<file path="config.mk">
export PLATFORM = sky130hd
export DESIGN_NAME = sps_dep_mask
export DESIGN_NICKNAME = d
export VERILOG_FILES = /design/src/rtl/sps_pkg.sv /design/src/rtl/sps_product_term.sv /design/src/rtl/sps_dep_mask.sv
export VERILOG_INCLUDE_DIRS = /design/src /design/src/rtl
export SDC_FILE = /design/constraint.sdc
export NUM_CORES = 1
export LEC_CHECK = 0
export BUFFER_PORTS_ARGS = -buffer_cell sky130_fd_sc_hd__buf_4
export CORE_UTILIZATION = 50
export CTS_BUF_LIST = sky130_fd_sc_hd__clkbuf_4
export DETAILED_ROUTE_END_ITERATION = 10
export GPL_TIMING_DRIVEN = 0
export PLACE_DENSITY = 0.78
export SKIP_LAST_GASP = 1
export SLEW_MARGIN = 20
export SYNTH_ARGS = -nofsm -noshare
export SYNTH_HDL_FRONTEND = slang
export SYNTH_SLANG_ARGS = --single-unit
</file>
<file path="constraint.sdc">
create_clock -name clk_i -period 1.2 [get_ports clk_i]
set_input_delay 0 -clock clk_i [delete_from_list [all_inputs] [get_ports clk_i]]
set_output_delay 0 -clock clk_i [all_outputs]
set_load 0.03 [all_outputs]
</file>
<file path="src/rtl/sps_defs.svh">
// Register offsets, field positions, reset values for the output-four (six-input) or output-two (four-input)
// product-one dependency mask. Included by the package and the main module.
`ifndef SPS_DEFS_SVH
`define SPS_DEFS_SVH

// ----------------------------------------------------------------------
// Register offsets
// ----------------------------------------------------------------------
`define SPS_OFF_PRI_WD      8'h1D
`define SPS_OFF_SEC_LOGIC   8'h1E
`define SPS_OFF_LOGIC_OUT   8'h1F
`define SPS_OFF_OUT8        8'h23
`define SPS_OFF_MR          8'h40

// ----------------------------------------------------------------------
// Field positions
// ----------------------------------------------------------------------
`define SPS_BIT_OUT8        0
`define SPS_BIT_MR          3

// ----------------------------------------------------------------------
// Reset values and variant masks
// ----------------------------------------------------------------------
`define SPS_RST_BYTE        8'h00
`define SPS_FOUR_MASK_1D    8'hCF
`define SPS_FOUR_MASK_1E    8'hCF
`define SPS_FOUR_MASK_1F    8'hF3
`define SPS_COND_W          25

`endif

</file>
<file path="src/rtl/sps_pkg.sv">
// Types shared by the dependency mask block.
// Assumes sps_defs.svh on the include path.
`include "sps_defs.svh"

package sps_pkg;

  // --------------------------------------------------------------------
  // Condition vector, laid out as the select registers concatenate
  // --------------------------------------------------------------------
  typedef struct packed {
    logic       peer8;
    logic [3:0] peer_hi;
    logic [1:0] peer_lo;
    logic [3:0] gpi;
    logic [5:0] sec;
    logic [1:0] wd;
    logic [5:0] pri;
  } sps_cond_t;

  // --------------------------------------------------------------------
  // Monitored fault status, high means fault
  // --------------------------------------------------------------------
  typedef struct packed {
    logic [5:0] pri_fault;
    logic [5:0] sec_fault;
    logic [1:0] wd_fault;
  } sps_mon_t;

  // --------------------------------------------------------------------
  // Byte register access request
  // --------------------------------------------------------------------
  typedef struct packed {
    logic       wr;
    logic       rd;
    logic [7:0] addr;
    logic [7:0] wdata;
  } sps_reg_req_t;

endpackage : sps_pkg

</file>
<file path="src/rtl/sps_product_term.sv">
// Product term evaluator: AND of the healthy state of every selected condition, empty_val_i when none is selected.
// Assumes select and healthy vectors of equal width, combinational use.
`timescale 1ns/1ps

module sps_product_term #(
  parameter int N = 25
) (
  input  wire logic [N-1:0] sel_i,
  input  wire logic [N-1:0] healthy_i,
  input  wire logic         empty_val_i,
  output logic              product_o,
  output logic              empty_o
);

  // --------------------------------------------------------------------
  // Elaboration check
  // --------------------------------------------------------------------
  if (N < 1) begin : g_bad_n
    $error("sps_product_term: N must be at least 1");
  end

  // --------------------------------------------------------------------
  // Evaluation
  // --------------------------------------------------------------------
  always_comb begin
    empty_o = (sel_i == '0);
    // Unselected conditions are forced healthy
    if (sel_i == '0) begin
      product_o = empty_val_i;
    end else begin
      product_o = &(healthy_i | ~sel_i);
    end
  end

endmodule : sps_product_term

</file>
<file path="src/rtl/sps_dep_mask.sv">
// Product-one dependency mask of one sequenced output, with its byte registers.
// Assumes a byte register port fed by the serial interface, one clock, and
// product two supplied by a neighbouring block.
`timescale 1ns/1ps

`include "sps_defs.svh"

module sps_dep_mask
  import sps_pkg::*;
#(
  parameter bit SIX_INPUT   = 1'b1,
  parameter bit EMPTY_VALUE = 1'b1
) (
  input  wire logic         clk_i,
  input  wire logic         rst_b_i,
  input  wire sps_reg_req_t reg_req_i,
  output logic [7:0]        reg_rdata_o,
  output logic              reg_rvalid_o,
  input  wire sps_mon_t     mon_i,
  input  wire logic [3:0]   logic_input_ok_i,
  input  wire logic [8:1]   peer_asserted_i,
  input  wire logic         manual_reset_n_i,
  input  wire logic         product2_i,
  output logic              product1_o,
  output logic              seq_output_asserted_o
);

  // --------------------------------------------------------------------
  // Elaboration check
  // --------------------------------------------------------------------
  if ($bits(sps_cond_t) != `SPS_COND_W) begin : g_bad_cond
    $error("sps_dep_mask: condition vector width mismatch");
  end

  // --------------------------------------------------------------------
  // Functions
  // --------------------------------------------------------------------
  function automatic logic addr_hit(input logic [7:0] a, input logic [7:0] off);
    addr_hit = (a == off);
  endfunction : addr_hit

  // Peer output numbers for bits 4-7 of the output select byte
  function automatic logic [3:0] peer_hi_healthy(input logic [8:1] asrt);
    if (SIX_INPUT) begin
      peer_hi_healthy = ~{asrt[7], asrt[6], asrt[5], asrt[3]};
    end else begin
      peer_hi_healthy = ~{asrt[5], asrt[4], asrt[3], asrt[1]};
    end
  endfunction : peer_hi_healthy

  // --------------------------------------------------------------------
  // Select registers
  // --------------------------------------------------------------------
  logic [7:0] pri_wd_sel_ff;
  logic [7:0] sec_logic_sel_ff;
  logic [7:0] logic_out_sel_ff;
  logic [7:0] out8_sel_ff;
  logic [7:0] mr_sel_ff;

  always_ff @(posedge clk_i or negedge rst_b_i) begin
    if (!rst_b_i) begin
      pri_wd_sel_ff    <= `SPS_RST_BYTE;
      sec_logic_sel_ff <= `SPS_RST_BYTE;
      logic_out_sel_ff <= `SPS_RST_BYTE;
      out8_sel_ff      <= `SPS_RST_BYTE;
      mr_sel_ff        <= `SPS_RST_BYTE;
    end else if (reg_req_i.wr) begin
      if (addr_hit(reg_req_i.addr, `SPS_OFF_PRI_WD)) begin
        pri_wd_sel_ff <= reg_req_i.wdata;
      end
      if (addr_hit(reg_req_i.addr, `SPS_OFF_SEC_LOGIC)) begin
        sec_logic_sel_ff <= reg_req_i.wdata;
      end
      if (addr_hit(reg_req_i.addr, `SPS_OFF_LOGIC_OUT)) begin
        logic_out_sel_ff <= reg_req_i.wdata;
      end
      if (addr_hit(reg_req_i.addr, `SPS_OFF_OUT8)) begin
        out8_sel_ff <= reg_req_i.wdata;
      end
      if (addr_hit(reg_req_i.addr, `SPS_OFF_MR)) begin
        mr_sel_ff <= reg_req_i.wdata;
      end
    end
  end

  // --------------------------------------------------------------------
  // Register read
  // --------------------------------------------------------------------
  logic [7:0] nxt_rdata;

  always_comb begin
    nxt_rdata = 8'h00;
    unique case (reg_req_i.addr)
      `SPS_OFF_PRI_WD:    nxt_rdata = pri_wd_sel_ff;
      `SPS_OFF_SEC_LOGIC: nxt_rdata = sec_logic_sel_ff;
      `SPS_OFF_LOGIC_OUT: nxt_rdata = logic_out_sel_ff;
      `SPS_OFF_OUT8:      nxt_rdata = out8_sel_ff;
      `SPS_OFF_MR:        nxt_rdata = mr_sel_ff;
      default:            nxt_rdata = 8'h00;
    endcase
  end

  always_ff @(posedge clk_i or negedge rst_b_i) begin
    if (!rst_b_i) begin
      reg_rdata_o  <= 8'h00;
      reg_rvalid_o <= 1'b0;
    end else begin
      reg_rvalid_o <= reg_req_i.rd;
      if (reg_req_i.rd) begin
        reg_rdata_o <= nxt_rdata;
      end
    end
  end

  // --------------------------------------------------------------------
  // Effective selection, six-input-only bits ignored on the small variant
  // --------------------------------------------------------------------
  logic [7:0] eff_1d;
  logic [7:0] eff_1e;
  logic [7:0] eff_1f;
  logic       eff_out8;
  sps_cond_t  sel;
  sps_cond_t  healthy;

  always_comb begin
    eff_1d   = pri_wd_sel_ff;
    eff_1e   = sec_logic_sel_ff;
    eff_1f   = logic_out_sel_ff;
    eff_out8 = out8_sel_ff[`SPS_BIT_OUT8];
    if (!SIX_INPUT) begin
      eff_1d   = pri_wd_sel_ff & `SPS_FOUR_MASK_1D;
      eff_1e   = sec_logic_sel_ff & `SPS_FOUR_MASK_1E;
      eff_1f   = logic_out_sel_ff & `SPS_FOUR_MASK_1F;
      eff_out8 = 1'b0;
    end
    sel = sps_cond_t'({eff_out8, eff_1f, eff_1e, eff_1d});
  end

  // Healthy view of each condition, in the same bit order
  always_comb begin
    healthy.pri     = ~mon_i.pri_fault;
    healthy.wd      = ~mon_i.wd_fault;
    healthy.sec     = ~mon_i.sec_fault;
    healthy.gpi     = logic_input_ok_i;
    healthy.peer_lo = ~peer_asserted_i[2:1];
    healthy.peer_hi = peer_hi_healthy(peer_asserted_i);
    healthy.peer8   = ~peer_asserted_i[8];
  end

  // --------------------------------------------------------------------
  // Product one
  // --------------------------------------------------------------------
  logic p1_comb;
  logic p1_empty;

  sps_product_term #(
    .N (`SPS_COND_W)
  ) u_product1 (
    .sel_i       (sel),
    .healthy_i   (healthy),
    .empty_val_i (EMPTY_VALUE),
    .product_o   (p1_comb),
    .empty_o     (p1_empty)
  );

  // --------------------------------------------------------------------
  // Output state: output four on six-input, output two on four-input
  // --------------------------------------------------------------------
  logic mr_force;
  logic nxt_asserted;

  assign mr_force     = mr_sel_ff[`SPS_BIT_MR] && !manual_reset_n_i;
  assign nxt_asserted = mr_force || !(p1_comb || product2_i);

  always_ff @(posedge clk_i or negedge rst_b_i) begin
    if (!rst_b_i) begin
      product1_o            <= 1'b0;
      seq_output_asserted_o <= 1'b1;
    end else begin
      product1_o            <= p1_comb;
      seq_output_asserted_o <= nxt_asserted;
    end
  end

  // --------------------------------------------------------------------
  // Assertions
  // --------------------------------------------------------------------
  // Holds assertions off on the edge that releases reset
  logic rst_done_ff;

  always_ff @(posedge clk_i or negedge rst_b_i) begin
    if (!rst_b_i) begin
      rst_done_ff <= 1'b0;
    end else begin
      rst_done_ff <= 1'b1;
    end
  end
endmodule : sps_dep_mask

</file>
==> impl_metrics.tcl, run 1 <==
set metrics [dict create \
    final_layout_size_suffix_gt1_share_pct 46.7 \
    power_frac_comb_pct 19.1 \
    die_x_um 71.1 \
    clk_latency_ns 0.38 \
    maxSlewViolCount 0 \
    power.total_mw 3.33 \
    routedWlPerCell_um 19.6 \
    htreeDepth 2 \
    reg2reg_slack_ns -0.21 \
    crit_start "eff_1f[5]" \
    setup_slack_ns -0.207 \
    rsz0062_at_grt "true" \
    grt_max_degree 52 \
    min_period_ns 1.41 \
    worstSetupEndpointType "flop" \
    numCtsBuffers 5 \
    syn_avg_cell_area_um2 13.2 \
    start_util_pct 53.3 \
    synthCells 180 \
    cts_root_buffer "clkbuf_4" \
    seqPwrFrac_pct 56.8 \
    crit_end "reg_rdata_o[5]" \
    cts_tree "yes" \
    drv_cap 0 \
    fin_crit_sh_pct 117 \
    drc 6 \
    p_sw_share_pct 27.0 \
    setup_viol 7 \
    slew_headroom_pct 54.9 \
    cp.arrival_ns 1.66 \
    critPathRequiredTime_ns 1.45 \
    grt_overflow 0 \
    totalWireLength_mm 6.42 \
    via_per_inst 5.94 \
    clockBufferDepth 2 \
    hpwl_mm 4.06 \
    ir_worst_vdd_v 0.000604 \
    slowest_stage "dfrtp_1" \
    worst-path-max-fanout 3 \
    synth_compound_area_share_pct 12.4 \
    areaGrowthSynthToFinish_pct 37.0 \
    dieHeight_um 71.1 \
    path_clk_slew_ns 0.15 \
    path_cells "mux2_2 -> a22o_1 -> a222oi_1 -> a21oi_1" \
    hp-class "input port to flop" \
    finalWeightedCongestion 0.784 \
    reg2reg_depth 4 \
    start_kind "flop" \
    finish.utilization_pct 73.0 \
    p_clk_share_pct 24.0 \
    final_common_cell "buf_4" \
    antenna-diode-count 0 \
    path_class "flop to flop" \
    hold_viol 0 \
    internal-power_mw 2.43 \
    drtPass1Iterations 8 \
    drt_iter0_drc 166 \
    ys_warn_count 0 \
    dieArea_mm2 0.00505 \
    synthAdderAreaFrac_pct 0 \
    final_nets 323 \
    grt_pass1_wl_mm 10.4 \
    power_switching_mw 0.898 \
    p_leak_nw 1.62 \
    io_buffers 56 \
    synth_top_family_by_area "multiplexers" \
    finalClockSkew_ns 0.0165 \
    synthXorXnorAreaFrac_pct 0 \
    netlist_area_mm2 0.00238 \
    ys_seq_area_share_pct 53.6 \
    p_per_area_mw_per_mm2 1020 \
    vias 1949 \
    critPathMaxStageDelay_ns 0.43 \
    tightest_slew_ns 0.673 \
    reg2reg_to "reg_rdata_o[5]" \
    synth_mux_area_share_pct 21.2 \
    antenna_left 0 \
    ioPinCount 59 \
    coreArea_mm2 0.00447 \
    fp-row-count 24 \
    synth_cell_types 38 \
    status "finished, violations left" \
    reg2reg_from "eff_1f[5]" \
    final_cell_mix "buf_4, dfrtp_1, mux2_2" \
    grt_pass1_vias 2063 \
    violations "DRC, setup timing" \
    antenna_found_initial 0 \
    track_usage_pct 27.6 \
    cts_sinks 51 \
    max_freq_mhz 711 \
    ys_ff_latch 51 \
    synth_nets 228 \
    synth_simple_gate_area_share_pct 10.5 \
]
state kept, by name, indices dropped and copies added (netlist names):
signal and count:
eff_1d 8, eff_1e 8, eff_1f 8, mr_sel_ff 8
out8_sel_ff 8, reg_rdata_o 8, product1_o 1, reg_rvalid_o 1
seq_output_asserted_o 1
per-layer routing:
| metal | track usage (%) | share of wire, % |
|---|---|---|
| met1 | 35.3 | 42 |
| met2 | 47.2 | 50 |
| met3 | 5.41 | 6.7 |
| met4 | 9.56 | 1.4 |
| met5 | 0 | 0 |
layout make-up:
class | count | area, um2
Sequential cell | 51 | 1280
Fill cell | 308 | 1210
Multi-Input combinational cell | 119 | 1080
Timing Repair Buffer | 88 | 733
Tap cell | 52 | 65.1
Clock buffer | 7 | 52.6
Buffer | 7 | 43.8
Inverter | 3 | 11.3
Clock inverter | 1 | 5.00
metrics by stage:
stage                     hold slack (ns)  setup WS [ns]  instances  TNS [ns]  cell area (um2)
after global routing               0.0293         -0.310        328     -1.85             3270
after detailed placement           0.0635         -0.348        288    -12.48             2880
after CTS                          0.0134         -0.216        328     -1.31             3250
after floorplan                    -0.296        -0.0556        180    -0.277             2390
after global placement             0.0619         -0.313        288    -11.69             2880
final                              0.0125         -0.207        328     -1.21             3270
worst min-delay path by stage:
stage | start | cells after the start | endpoint
final | mon_i[13] | 4 | product1_o
after global routing | mon_i[13] | 4 | product1_o
after CTS | mon_i[13] | 4 | product1_o
after detailed placement | rst_b_i | 1 | reg_rvalid_o
after global placement | rst_b_i | 1 | reg_rvalid_o
after floorplan | rst_b_i | 0 | eff_1d[0]
Yosys cell counts, drive strengths merged:
cell type	count	share of area [%]
a21oi	8	1.7
a221oi	2	0.73
a222oi	6	2.5
a22o	6	2.2
a22oi	11	3.5
a32oi	1	0.37
and2b	1	0.31
and3	1	0.26
and4	1	0.37
and4b	1	0.42
buf	6	1.7
clkbuf	1	0.16
dfrtp	50	52
dfstp	1	1.1
inv	3	0.47
mux2	45	21
nand2	5	1.2
nand3	3	1.4
nand3b	1	0.31
nand4	6	1.8
nand4b	1	0.37
nor2	8	1.3
nor2b	2	0.52
nor3	2	0.42
nor3b	2	0.84
nor4b	1	1.0
o21ai	2	0.42
o22a	2	0.73
o22ai	1	0.26
timing repair:
item	in CTS	in global routing
pin swaps	4	6
hold endpoints to repair	97	0
endpoints found under the setup margin	7	12
hold buffers	29	0
buffers inserted	3	0
gates resized for setup	0	4
kinds of logic (layout without fill, tap and decap cells):
group                  count (synthesis)  count (layout)
AND/OR/NAND/NOR                       35              35
multiplexers                          45              45
AO/OA/AOI/OAI                         39              39
buffers and inverters                 10             106
flip-flops                            51              51
worst max-delay path: cells and delay by family, from the launching register on:
family,cells,cell delay [ns]
AOI/OAI and AO/OA,3,0.60
DFF,1,0.43
muxes,1,0.28
power groups by stage:
stage / sequential [mW] / clock, mW / combinational [mW]
global route: 1.90 / 0.877 / 0.683
finish: 1.89 / 0.800 / 0.637
CTS: 1.89 / 0.812 / 0.625
detailed placement: 1.92 / 0 / 0.539
floorplan: 1.99 / 0 / 0.175
global placement: 1.92 / 0 / 0.533
No activity file was read; power rests on OpenSTA's default activity.
==> run 2: changes to the inputs <==
--- a/config.mk
+++ b/config.mk
@@ -7,11 +7,11 @@
 export NUM_CORES = 1
 export LEC_CHECK = 0
 export BUFFER_PORTS_ARGS = -buffer_cell sky130_fd_sc_hd__buf_4
-export CORE_UTILIZATION = 50
+export CORE_UTILIZATION = 55
 export CTS_BUF_LIST = sky130_fd_sc_hd__clkbuf_4
 export DETAILED_ROUTE_END_ITERATION = 10
 export GPL_TIMING_DRIVEN = 0
-export PLACE_DENSITY = 0.78
+export PLACE_DENSITY = 0.81
 export SKIP_LAST_GASP = 1
 export SLEW_MARGIN = 20
 export SYNTH_ARGS = -nofsm -noshare
==> constraint.sdc (replaced) <==
create_clock -name clk_i -period 1.3 [get_ports clk_i]
set_input_delay 0 -clock clk_i [delete_from_list [all_inputs] [get_ports clk_i]]
set_output_delay 0 -clock clk_i [all_outputs]
set_load 0.03 [all_outputs]
==> run 2 against run 1 <==
The run ends with setup timing left. Die area is 8.8% lower. Setup slack better by 0.062 ns. Maximum frequency is 2.6% lower.
==> impl_metrics.tcl, run 2 (same netlist as run 1, synthesis figures left out) <==
set metrics [dict create \
    stdcell_area_mm2 0.00337 \
    path_class "flop to flop" \
    clockBufferDepth 2 \
    path_clk_slew_ns 0.15 \
    slowest_stage "dfrtp_1" \
    worstSetupEndpointType "flop" \
    fin_crit_sh_pct 111 \
    start_kind "flop" \
    finalWeightedCongestion 0.801 \
    hold_slack_ns 0.00651 \
    cp.arrival_ns 1.72 \
    finalClockSkew_ns 0.0122 \
    htreeDepth 2 \
    p_per_area_mw_per_mm2 980 \
    dieHeight_um 67.9 \
    hold_viol 0 \
    multi_input_area_mm2 0.00108 \
    antenna-diode-count 0 \
    hpwl_mm 4.14 \
    final_cell_mix "buf_4, dfrtp_1, mux2_2" \
    clk_latency_ns 0.39 \
    totalWireLength_mm 6.71 \
    start_util_pct 58.4 \
    worst-path-max-fanout 2 \
    routedWlPerCell_um 20.0 \
    fp-row-count 23 \
    path_cells "mux2_4 -> a22o_1 -> a222oi_1 -> a21oi_1" \
    vias 1988 \
    ir_worst_vdd_v 0.000741 \
    dieArea_mm2 0.00460 \
    postPlaceCellArea_mm2 0.00287 \
    maxSlewViolCount 0 \
    die_x_um 67.9 \
    grt_pass1_wl_mm 10.4 \
    antenna_left 0 \
    setup_slack_ns -0.145 \
    cts_root_buffer "clkbuf_4" \
    max_freq_mhz 692 \
    coreArea_mm2 0.00409 \
    cts_sinks 51 \
    final_nets 332 \
    slew_headroom_pct 55.2 \
    grt_max_degree 52 \
    p_leak_nw 1.68 \
    track_usage_pct 32.2 \
    areaGrowthSynthToFinish_pct 41.1 \
    ioPinCount 59 \
    final_cells 335 \
    finish.utilization_pct 82.4 \
    place_ws_ns -0.327 \
    setup_viol 6 \
    violations "setup timing" \
    fill_cells 244 \
    rsz0062_at_grt "true" \
    final_common_cell "buf_4" \
    cts_tree "yes" \
    critPathMaxStageDelay_ns 0.43 \
    via_per_inst 5.93 \
    reg2reg_depth 4 \
    final_layout_size_suffix_gt1_share_pct 47.7 \
    status "finished, violations left" \
    critPathRequiredTime_ns 1.57 \
    grt_pass1_vias 2087 \
    hold_path_depth 4 \
    antenna_found_initial 0 \
    numCtsBuffers 5 \
    drt_iter0_drc 140 \
    grt_overflow 0 \
    drc 0 \
    min_period_ns 1.45 \
    hp-class "input port to flop" \
    seq_area_mm2 0.00128 \
    io_buffers 56 \
    drtPass1Iterations 4 \
    tightest_slew_ns 0.669 \
    drv_cap 0 \
    dp_cells 286 \
]
run 2: layout make-up:
| type | instances | share of cell area, % |
|---|---|---|
| plain buffers | 7 | 1.30 |
| well taps | 50 | 1.86 |
| flip-flops and latches | 51 | 38.0 |
| clock inverters | 2 | 1.12 |
| inverters | 3 | 0.335 |
| repair buffers | 97 | 23.9 |
| clock buffers | 6 | 1.34 |
| multi-input cells | 119 | 32.2 |
run 2: path summary, 6_finish.rpt:
kind                       slack, ns        endpoint    startpoint
min                            0.007      product1_o      mon_i[1]
max reg2reg                    -0.15  reg_rdata_o[2]     eff_1f[2]
max in group asynchronous       0.69       eff_1f[0]       rst_b_i
min reg2reg                     0.53    mr_sel_ff[7]  mr_sel_ff[7]
min in group asynchronous       0.17  reg_rdata_o[1]       rst_b_i
max                            -0.15  reg_rdata_o[2]     eff_1f[2]
run 2: worst max-delay path, delay by kind of cell (launching register included):
family	cells	cell delay [ns]
AOI/OAI and AO/OA	3	0.63
DFF	1	0.43
muxes	1	0.27
run 2: repair_timing:
| item | 4_1_cts | 5_1_grt |
|---|---|---|
| hold endpoints to repair | 97 | 0 |
| endpoints found under the setup margin | 8 | 9 |
| gates resized for setup | 4 | 2 |
| setup buffers | 9 | 1 |
| cloned | 0 | 0 |
| pin swaps | 12 | 4 |
| hold buffers | 31 | 0 |
run 2: per-layer routing:
metal  track usage (%)  part of all wire (%)  vias up
met5                 0                     0        -
met4              16.4                   2.9        0
met3              9.33                   7.1       21
met2              51.7                    49       94
met1              39.4                    41      969
li1                  -                     -      904
run 2: power by group:
group / internal, mW / total, mW / switching, mW
clock: 0.427 / 0.942 / 0.515
sequential: 1.69 / 1.74 / 0.0567
combinational: 0.320 / 0.614 / 0.293
total: 2.43 / 3.30 / 0.865
run 2: stage by stage:
step | power [mW] | TNS, ns
final | 3.30 | -0.592
after global routing | 3.41 | -1.05
after CTS | 3.28 | -0.540
after detailed placement | 2.27 | -8.44
after global placement | 2.25 | -6.93
after floorplan | 1.99 | 0
